`config.mk`:
```
export PLATFORM = sky130hd
export DESIGN_NAME = port4_chip_select_decoder
export DESIGN_NICKNAME = d
export VERILOG_FILES = /design/src/port4_cs_pkg.sv /design/src/addr_cmp_if.sv /design/src/addr_range_cmp.sv /design/src/port4_chip_select_decoder.sv
export SDC_FILE = /design/constraint.sdc
export NUM_CORES = 1
export LEC_CHECK = 0
export ABC_AREA = 1
export ABC_CLOCK_PERIOD_IN_PS = 1800
export BUFFER_PORTS_ARGS = -buffer_cell sky130_fd_sc_hd__clkbuf_2
export CAP_MARGIN = 40
export CORE_MARGIN = 2
export CORE_UTILIZATION = 55
export DETAILED_ROUTE_END_ITERATION = 6
export HOLD_SLACK_MARGIN = 0.06
export PLACE_DENSITY = 0.75
export SETUP_SLACK_MARGIN = 0.4
export SLEW_MARGIN = 5
export SYNTH_ARGS = -nofsm -noshare
export SYNTH_HDL_FRONTEND = slang
export SYNTH_SLANG_ARGS = --single-unit
```
`constraint.sdc`:
```
create_clock -name clk -period 1.8 [get_ports clk]
set_input_delay 0.18 -clock clk [delete_from_list [all_inputs] [get_ports clk]]
set_output_delay 0.18 -clock clk [all_outputs]
set_load 0.02 [all_outputs]
```
`src/port4_cs_pkg.sv`:
```
// Purpose: shared constants and types for the port 4 chip-select decoder
// Assumes: 8-bit special function register space, 16-bit external bus address
// Notes:   unlisted register offsets are parameters of the top module
package port4_cs_pkg;

	// ------------------------------------------------------------
	// register offsets
	// ------------------------------------------------------------
	localparam logic [7:0] CTRL_A_OFS   = 8'hc2;
	localparam logic [7:0] CTRL_B_OFS   = 8'hc3;
	localparam logic [7:0] POLARITY_OFS = 8'hae;
	localparam logic [7:0] PIN2_LO_OFS  = 8'hac;
	localparam logic [7:0] PIN2_HI_OFS  = 8'had;
	localparam logic [7:0] PIN3_LO_OFS  = 8'hb4;
	localparam logic [7:0] PIN3_HI_OFS  = 8'hb5;

	// ------------------------------------------------------------
	// field layout and reset values
	// ------------------------------------------------------------
	localparam int         NUM_PINS     = 4;
	localparam int         FIELD_STRIDE = 4;   // pin i owns bits of {ctrl_b, ctrl_a}
	localparam int         FUNC_OFS     = 2;
	localparam int         CMP_OFS      = 0;
	localparam int         POL_OFS      = 4;   // polarity bits sit in 7:4
	localparam logic [7:0] CTRL_RST     = 8'h00;
	localparam logic [3:0] POL_RST      = 4'h0;
	localparam logic [7:0] BASE_RST     = 8'h00;
	localparam logic [3:0] LATCH_RST    = 4'hf;  // port latches idle high like port 1
	localparam logic [7:0] RDATA_RST    = 8'h00;

	// ------------------------------------------------------------
	// encodings
	// ------------------------------------------------------------
	typedef enum logic [1:0] {
		FUNC_GPIO  = 2'h0,
		FUNC_RD    = 2'h1,
		FUNC_WR    = 2'h2,
		FUNC_RDWR  = 2'h3
	} pin_func_t;

	typedef enum logic [1:0] {
		CMP_FULL16 = 2'h0,
		CMP_MSB15  = 2'h1,
		CMP_MSB14  = 2'h2,
		CMP_MSB8   = 2'h3
	} cmp_len_t;

endpackage : port4_cs_pkg

```
`src/addr_cmp_if.sv`:
```
// Purpose: carries one pin's comparator settings and the match answer
// Assumes: combinational comparator, same clock domain on both sides
// Notes:   one instance per port 4 pin
`timescale 1ns/10ps
interface addr_cmp_if;
	logic [1:0]  cmp_len;
	logic [7:0]  base_hi;
	logic [7:0]  base_lo;
	logic [15:0] bus_addr;
	logic        match;

	modport cmp  (input cmp_len, input base_hi, input base_lo, input bus_addr, output match);
	modport user (output cmp_len, output base_hi, output base_lo, output bus_addr, input match);
endinterface : addr_cmp_if

```
`src/addr_range_cmp.sv`:
```
// Purpose: address range match for one strobe pin
// Assumes: settings are stable register outputs
// Notes:   purely combinational, the top registers the result
`timescale 1ns/10ps
module addr_range_cmp (
	addr_cmp_if.cmp port
);
	import port4_cs_pkg::*;

	// ------------------------------------------------------------
	// masked compare
	// ------------------------------------------------------------
	always_comb begin
		case (cmp_len_t'(port.cmp_len))
			CMP_FULL16: port.match = (port.bus_addr == {port.base_hi, port.base_lo});
			CMP_MSB15:  port.match = (port.bus_addr[15:1] == {port.base_hi, port.base_lo[7:1]});
			CMP_MSB14:  port.match = (port.bus_addr[15:2] == {port.base_hi, port.base_lo[7:2]});
			CMP_MSB8:   port.match = (port.bus_addr[15:8] == port.base_hi);
			default:    port.match = 1'b0;
		endcase
	end
endmodule : addr_range_cmp

```
`src/port4_chip_select_decoder.sv`:
```
// Purpose: function select and chip-select strobes for the four port 4 pins
// Assumes: sfr access and external bus strobes come from core logic on clk
// Notes:   strobes and pin drive are registered, one clock behind the bus
//
// Operation
// - function 00: pin is plain quasi-bidirectional port pin, no strobe
// - function 01: strobe only on external reads inside the range
// - function 10: strobe only on external writes inside the range
// - function 11: strobe on external reads and writes inside the range
// - range comes from the pin's own base bytes and compare length
// - length 00 compares all sixteen address bits
// - length 01 ignores address bit 0
// - length 10 ignores address bits 1 and 0
// - length 11 compares only upper byte with high base byte
// - control b: pin 3 in bits 7:4, pin 2 in bits 3:0
// - control a: pin 1 function 7:6, length 5:4
// - control a: pin 0 function 3:2, length 1:0
// - polarity bits 7:4 choose active high strobe, low bits zero
// - each strobe pin has its own low and high base byte
`timescale 1ns/10ps
module port4_chip_select_decoder #(
	parameter logic [7:0] PIN0_LO_OFS = 8'ha4,
	parameter logic [7:0] PIN0_HI_OFS = 8'ha5,
	parameter logic [7:0] PIN1_LO_OFS = 8'ha6,
	parameter logic [7:0] PIN1_HI_OFS = 8'ha7,
	parameter logic [7:0] LATCH_OFS   = 8'hd8
) (
	input  wire logic        clk,
	input  wire logic        reset,
	input  wire logic [7:0]  sfr_addr,
	input  wire logic        sfr_wr,
	input  wire logic        sfr_rd,
	input  wire logic [7:0]  sfr_wdata,
	output logic      [7:0]  sfr_rdata,
	input  wire logic [15:0] ext_addr,
	input  wire logic        ext_rd_n,
	input  wire logic        ext_wr_n,
	input  wire logic [3:0]  p4_in,
	output logic      [3:0]  p4_out,
	output logic      [3:0]  p4_oe
);
	import port4_cs_pkg::*;

	// ------------------------------------------------------------
	// state
	// ------------------------------------------------------------
	typedef struct packed {
		logic [7:0]      ctrl_a;
		logic [7:0]      ctrl_b;
		logic [3:0]      pol;
		logic [3:0][7:0] base_lo;
		logic [3:0][7:0] base_hi;
		logic [3:0]      latch;
		logic [3:0]      act;
		logic [3:0]      pin_out;
		logic [3:0]      pin_oe;
		logic [7:0]      rdata;
		logic [3:0]      sync1;
		logic [3:0]      sync2;
	} state_t;

	state_t      st_ff;
	state_t      nxt_st;
	logic [15:0] ctrl_all;
	logic [3:0]  match;
	logic [7:0]  lo_ofs [NUM_PINS];
	logic [7:0]  hi_ofs [NUM_PINS];

	assign ctrl_all = {st_ff.ctrl_b, st_ff.ctrl_a};
	assign lo_ofs   = '{PIN0_LO_OFS, PIN1_LO_OFS, PIN2_LO_OFS, PIN3_LO_OFS};
	assign hi_ofs   = '{PIN0_HI_OFS, PIN1_HI_OFS, PIN2_HI_OFS, PIN3_HI_OFS};

	function automatic logic [1:0] func_of(input logic [15:0] c, input int i);
		func_of = c[i*FIELD_STRIDE+FUNC_OFS +: 2];
	endfunction : func_of

	function automatic logic [1:0] cmp_of(input logic [15:0] c, input int i);
		cmp_of = c[i*FIELD_STRIDE+CMP_OFS +: 2];
	endfunction : cmp_of

	// ------------------------------------------------------------
	// one comparator per pin
	// ------------------------------------------------------------
	genvar g;
	generate
		for (g = 0; g < NUM_PINS; g++) begin : g_cmp
			addr_cmp_if cif ();
			assign cif.cmp_len  = cmp_of(ctrl_all, g);
			assign cif.base_hi  = st_ff.base_hi[g];
			assign cif.base_lo  = st_ff.base_lo[g];
			assign cif.bus_addr = ext_addr;
			assign match[g]     = cif.match;
			addr_range_cmp u_cmp (
				.port (cif.cmp)
			);
		end
	endgenerate

	// ------------------------------------------------------------
	// next state: register writes, reads, strobes, pin drive
	// ------------------------------------------------------------
	always_comb begin
		logic       hit_rd;
		logic       hit_wr;
		logic [1:0] fn;
		hit_rd = 1'b0;
		hit_wr = 1'b0;
		fn     = 2'h0;
		nxt_st = st_ff;
		// pin levels come from outside, two flops before use
		nxt_st.sync1 = p4_in;
		nxt_st.sync2 = st_ff.sync1;
		if (sfr_wr) begin
			if (sfr_addr == CTRL_A_OFS)   nxt_st.ctrl_a = sfr_wdata;
			if (sfr_addr == CTRL_B_OFS)   nxt_st.ctrl_b = sfr_wdata;
			if (sfr_addr == POLARITY_OFS) nxt_st.pol = sfr_wdata[7:POL_OFS];
			if (sfr_addr == LATCH_OFS)    nxt_st.latch = sfr_wdata[3:0];
			for (int i = 0; i < NUM_PINS; i++) begin
				if (sfr_addr == lo_ofs[i]) nxt_st.base_lo[i] = sfr_wdata;
				if (sfr_addr == hi_ofs[i]) nxt_st.base_hi[i] = sfr_wdata;
			end
		end
		// read data held until the next read; unmapped reads give zero
		if (sfr_rd) begin
			nxt_st.rdata = RDATA_RST;
			if (sfr_addr == CTRL_A_OFS)   nxt_st.rdata = st_ff.ctrl_a;
			if (sfr_addr == CTRL_B_OFS)   nxt_st.rdata = st_ff.ctrl_b;
			if (sfr_addr == POLARITY_OFS) nxt_st.rdata = {st_ff.pol, 4'h0};
			if (sfr_addr == LATCH_OFS)    nxt_st.rdata = {4'h0, st_ff.sync2};
			for (int i = 0; i < NUM_PINS; i++) begin
				if (sfr_addr == lo_ofs[i]) nxt_st.rdata = st_ff.base_lo[i];
				if (sfr_addr == hi_ofs[i]) nxt_st.rdata = st_ff.base_hi[i];
			end
		end
		for (int i = 0; i < NUM_PINS; i++) begin
			fn     = func_of(ctrl_all, i);
			hit_rd = !ext_rd_n && match[i];
			hit_wr = !ext_wr_n && match[i];
			case (pin_func_t'(fn))
				FUNC_RD:   nxt_st.act[i] = hit_rd;
				FUNC_WR:   nxt_st.act[i] = hit_wr;
				FUNC_RDWR: nxt_st.act[i] = hit_rd || hit_wr;
				default:   nxt_st.act[i] = 1'b0;
			endcase
			if (fn == FUNC_GPIO) begin
				// quasi-bidirectional: pull low hard, release for high
				nxt_st.pin_out[i] = st_ff.latch[i];
				nxt_st.pin_oe[i]  = !st_ff.latch[i];
			end else begin
				nxt_st.pin_out[i] = st_ff.pol[i] ? nxt_st.act[i] : !nxt_st.act[i];
				nxt_st.pin_oe[i]  = 1'b1;
			end
		end
	end

	// ------------------------------------------------------------
	// state register
	// ------------------------------------------------------------
	always_ff @(posedge clk) begin
		if (reset) begin
			st_ff.ctrl_a  <= CTRL_RST;
			st_ff.ctrl_b  <= CTRL_RST;
			st_ff.pol     <= POL_RST;
			st_ff.base_lo <= {NUM_PINS{BASE_RST}};
			st_ff.base_hi <= {NUM_PINS{BASE_RST}};
			st_ff.latch   <= LATCH_RST;
			st_ff.act     <= 4'h0;
			st_ff.pin_out <= LATCH_RST;
			st_ff.pin_oe  <= 4'h0;
			st_ff.rdata   <= RDATA_RST;
			st_ff.sync1   <= 4'h0;
			st_ff.sync2   <= 4'h0;
		end else begin
			st_ff <= nxt_st;
		end
	end

	assign sfr_rdata = st_ff.rdata;
	assign p4_out    = st_ff.pin_out;
	assign p4_oe     = st_ff.pin_oe;

	// ------------------------------------------------------------
	// checks
	// ------------------------------------------------------------
	generate
		for (g = 0; g < NUM_PINS; g++) begin : g_chk
			property p_gpio_pin;
				@(posedge clk) disable iff (reset)
				func_of(ctrl_all, g) == FUNC_GPIO |=> !st_ff.act[g] && p4_oe[g] == !$past(st_ff.latch[g]);
			endproperty
			a_gpio_pin: assert property (p_gpio_pin) else $error("port pin mode drove a strobe");

			property p_read_only;
				@(posedge clk) disable iff (reset)
				func_of(ctrl_all, g) == FUNC_RD |=> st_ff.act[g] == $past(!ext_rd_n && match[g]);
			endproperty
			a_read_only: assert property (p_read_only) else $error("read strobe wrong");

			property p_write_only;
				@(posedge clk) disable iff (reset)
				func_of(ctrl_all, g) == FUNC_WR |=> st_ff.act[g] == $past(!ext_wr_n && match[g]);
			endproperty
			a_write_only: assert property (p_write_only) else $error("write strobe wrong");

			property p_read_write;
				@(posedge clk) disable iff (reset)
				func_of(ctrl_all, g) == FUNC_RDWR && (!ext_rd_n || !ext_wr_n) && match[g] |=> st_ff.act[g];
			endproperty
			a_read_write: assert property (p_read_write) else $error("read/write strobe missing");

			property p_polarity;
				@(posedge clk) disable iff (reset)
				func_of(ctrl_all, g) != FUNC_GPIO ##1 $stable(st_ff.pol[g])
					|-> p4_oe[g] && p4_out[g] == (st_ff.pol[g] ~^ st_ff.act[g]);
			endproperty
			a_polarity: assert property (p_polarity) else $error("strobe level ignores polarity");

			property p_idle_bus;
				@(posedge clk) disable iff (reset)
				ext_rd_n && ext_wr_n |=> !st_ff.act[g];
			endproperty
			a_idle_bus: assert property (p_idle_bus) else $error("strobe outside bus pulse");
		end
	endgenerate

	property p_full_match;
		@(posedge clk) disable iff (reset)
		cmp_of(ctrl_all, 3) == CMP_FULL16 && ext_addr != {st_ff.base_hi[3], st_ff.base_lo[3]} |-> !match[3];
	endproperty
	a_full_match: assert property (p_full_match) else $error("full compare matched wrong address");

	property p_msb15;
		@(posedge clk) disable iff (reset)
		cmp_of(ctrl_all, 2) == CMP_MSB15 && ext_addr[15:1] == {st_ff.base_hi[2], st_ff.base_lo[2][7:1]} |-> match[2];
	endproperty
	a_msb15: assert property (p_msb15) else $error("15 bit compare missed");

	property p_msb14;
		@(posedge clk) disable iff (reset)
		cmp_of(ctrl_all, 1) == CMP_MSB14 |-> match[1] == (ext_addr[15:2] == {st_ff.base_hi[1], st_ff.base_lo[1][7:2]});
	endproperty
	a_msb14: assert property (p_msb14) else $error("14 bit compare wrong");

	property p_msb8;
		@(posedge clk) disable iff (reset)
		cmp_of(ctrl_all, 0) == CMP_MSB8 |-> match[0] == (ext_addr[15:8] == st_ff.base_hi[0]);
	endproperty
	a_msb8: assert property (p_msb8) else $error("8 bit compare wrong");

	property p_ctrl_b_write;
		@(posedge clk) disable iff (reset)
		sfr_wr && sfr_addr == CTRL_B_OFS |=> func_of(ctrl_all, 3) == $past(sfr_wdata[7:6])
			&& cmp_of(ctrl_all, 2) == $past(sfr_wdata[1:0]);
	endproperty
	a_ctrl_b_write: assert property (p_ctrl_b_write) else $error("control b fields misplaced");

	property p_ctrl_a_write;
		@(posedge clk) disable iff (reset)
		sfr_wr && sfr_addr == CTRL_A_OFS |=> func_of(ctrl_all, 1) == $past(sfr_wdata[7:6])
			&& cmp_of(ctrl_all, 0) == $past(sfr_wdata[1:0]);
	endproperty
	a_ctrl_a_write: assert property (p_ctrl_a_write) else $error("control a fields misplaced");

	property p_reset_zero;
		@(posedge clk) $fell(reset) |-> ctrl_all == 16'h0000 && st_ff.act == 4'h0;
	endproperty
	a_reset_zero: assert property (p_reset_zero) else $error("fields not zero after reset");

	c_read_strobe:  cover property (@(posedge clk) disable iff (reset) func_of(ctrl_all, 3) == FUNC_RD && st_ff.act[3]);
	c_write_strobe: cover property (@(posedge clk) disable iff (reset) func_of(ctrl_all, 2) == FUNC_WR && st_ff.act[2]);
	c_active_high:  cover property (@(posedge clk) disable iff (reset) st_ff.pol[1] && st_ff.act[1]);
	c_msb8_hit:     cover property (@(posedge clk) disable iff (reset) cmp_of(ctrl_all, 0) == CMP_MSB8 && match[0]);

endmodule : port4_chip_select_decoder

```
==> flow_summary.yaml <==
outcome:
  status: "completed"
layout:
  final_util_pct: 62.8
  design_area_um2: 6480
  instances_no_fill: 1006
  antenna_cells: 0
  drive_above_1_share_pct: 17.6
  nets: 907
  syn2layout_area_growth_pct: 10.8
global_route:
  grt_pass1_vias: 5647
  antenna_found_initial: 0
  use_met2_pct: 50.9
  grt_max_degree: 72
  overflow: 0
  busiest_layer: "met2"
  grtUsageMet3_pct: 8.88
  grt_first_pass_wirelength_um: 29000
  track_usage_pct: 33.0
  grtUsageMet1_pct: 42.4
timing:
  layout_setup_ws_ns: 0.289
  fmax_mhz: 662
  hold_violations: 0
  slew_headroom_pct: 62.4
  fin_skew_ns: 0.0119
  min_period_over_period_pct: 83.9
  worst_pin_slew_ns: 0.563
  rsz0062_at_grt: "yes"
  min_period_ns: 1.51
  setup_viol: 0
  setup_tns_ns: 0
  hold_ws_ns: 0.191
  slew_viol_final: 0
route:
  vias: 5871
  ant_nets: 0
  drt-total-wl_um: 17900
  drc: 0
  first_iter_violations: 712
  routedWlPerCell_um: 17.7
  dr.pass1.iters: 7
  via_per_inst: 5.84
clock_tree:
  cts_max_path_buffers: 2
  cts-htree-levels: 3
  clk_pin_slew_ns: 0.10
  cts_num_sinks: 112
  cts_tree: "built"
  clk_latency_ns: 0.40
  root_buffer: "clkbuf_8"
  cts_buffers: 9
floorplan:
  rows: 37
  io_pins: 58
  initial_core_util_pct: 56.6
  die_w_um: 107
  chipHeight_um: 107
  core_area_um2: 10300
  die_area_um2: 11500
critical_path:
  cp.arrival_ns: 1.85
  crit_chain: "inv_2 -> o22ai_4 -> nand3_2 -> nor4_4 -> buf_4 -> nand3_4 -> nand2_2 -> nand2_1 -> o21ai_1"
  start_kind: "register"
  r2r_cells: 9
  crit_type: "register to register"
  critPathRequiredTime_ns: 2.14
  crit_path_end_kind: "register"
  crit_family: "simple AND/OR/NAND/NOR gates"
  r2r_start: "ctrl_all[10]$_SDFFE_PP0P_"
  cp_slowest_cell: "dfxtp_2"
  critPathMaxStageDelay_ns: 0.35
  cp_max_fo: 2
  ff2ff_setup_slack_ns: 0.29
  rr_endpoint: "p4_out[2]$_SDFF_PP1_"
  critPathBufInv: 2
yosys:
  ys_seq_area_share_pct: 38.3
  ys_warn_count: 0
  synth.area.top_cells: "dfxtp_1 38%, nand2_1 9.8%, a21oi_1 8.4%, nand3_1 5.7%, inv_1 5.5%"
  syn_area_per_cell_um2: 7.05
  synth_cell_types: 30
  ys_ff_latch: 112
  syn_area_um2: 5850
  synthCells: 829
  yosysTopAreaCellShare_pct: 38.3
  yosysTopAreaCell: "dfxtp_1"
  synth_fp_nets: 871
hold_path:
  holdCritStartpoint: "sfr_rd"
  hold-path-endpoint: "sfr_rdata[3]$_SDFFE_PP0P_"
  min_path_cells: 5
  hold_class: "input pin to register"
placed_design:
  pre_cts_ws_ns: 0.0541
  portBuffers: 57
  dp_cells: 977
  dpl_cell_area_um2: 6060
  place_congestion: 0.981
  place_hpwl_um: 12900
pwr:
  p_per_area_nw_per_um2: 685
  power.leakage_nw: 2.45
  irDropWorstVdd_v: 0.000632
  power.total_mw: 4.44
run:
  maxCapViolations: 0
[where the power goes]
group | switching [mW] | internal (mW)
clock | 0.869 | 0.680
sequential | 0.00601 | 2.49
combinational | 0.274 | 0.123
total | 1.15 | 3.29
[registers in the layout, summed over array words and instances (netlist names)]
name and flops:
st_ff 12, p4_out 4, nxt_st 4, g_cmp.cif.base_lo 32, g_cmp.cif.base_hi 32, p4_oe 4
sfr_rdata 8, ctrl_all 16
[cell usage after synthesis]
master	n
a211oi_1	12
a21oi_1	98
a21oi_2	3
buf_1	1
buf_2	5
buf_4	20
buf_6	6
clkbuf_1	24
dfxtp_1	112
dlygate4sd1_1	1
inv_1	85
inv_2	4
nand2_1	152
nand2_2	5
nand2_4	2
nand3_1	67
nand3_2	2
nand4_1	24
nor2_1	78
nor2_2	3
nor2_4	7
nor3_1	2
nor3_4	2
nor4_1	1
o2111ai_1	1
o21ai_0	42
o21ai_1	10
o22ai_1	18
xnor2_1	26
xor2_1	16
[how the worst max path moves through the flow]
stage,cells after the start,endpoint,start
floorplan,9,g_cmp[3].cif.base_lo[7]$_SDFFE_PP0P_,sfr_addr[6]
global placement,8,p4_out[2]$_SDFF_PP1_,ctrl_all[10]$_SDFFE_PP0P_
detailed placement,8,p4_out[2]$_SDFF_PP1_,ctrl_all[10]$_SDFFE_PP0P_
CTS,8,p4_out[2]$_SDFF_PP1_,g_cmp[2].cif.base_hi[0]$_SDFFE_PP0P_
global route,9,p4_out[2]$_SDFF_PP1_,ctrl_all[10]$_SDFFE_PP0P_
finish,9,p4_out[2]$_SDFF_PP1_,ctrl_all[10]$_SDFFE_PP0P_
[cell families after synthesis]
group | Yosys count | synth area share [%]
flops | 112 | 38.3
compound gates | 184 | 16.9
simple gates | 345 | 26.8
xor+xnor | 42 | 6.29
buf+inv | 146 | 11.6
[metal layers]
metal  routed length [um]  share of wire [%]
met5                    0                  0
met4                  834                4.7
met3                 1750                9.8
met2                 7980                 45
met1                 7290                 41
[worst min-delay path, stage by stage]
cell	delay (ns)
clkbuf_2	0.13
o21ai_0	0.09
inv_1	0.05
nand2_1	0.06
a21oi_1	0.05
[area by class of cell]
| class | instances | area (um2) |
|---|---|---|
| Fill cell | 962 | 3840 |
| Inverter | 89 | 334 |
| Clock buffer | 11 | 141 |
| Sequential cell | 112 | 2270 |
| Tap cell | 136 | 170 |
| Multi-Input combinational cell | 571 | 3000 |
| Timing Repair Buffer | 82 | 508 |
| Clock inverter | 5 | 56.3 |
[cells in the final DEF, fill, tap and decap left out, drive strengths merged, types with 24 or more instances in the layout]
cell type,n
nor2,88
o21ai,52
nand3,69
xnor2,26
nand4,24
dfxtp,112
a21oi,101
nand2,159
clkbuf,68
inv,89
[what timing repair did]
| action | in CTS | in global routing |
|---|---|---|
| pin swaps | 6 | 11 |
| gates cloned | 0 | 0 |
| endpoints found under the setup margin | 3 | 6 |
| hold endpoints to repair | 4 | 0 |
| hold buffers | 4 | 0 |
| gates resized for setup | 23 | 15 |
| setup buffers | 5 | 4 |
(Power assumes the default switching activity.)
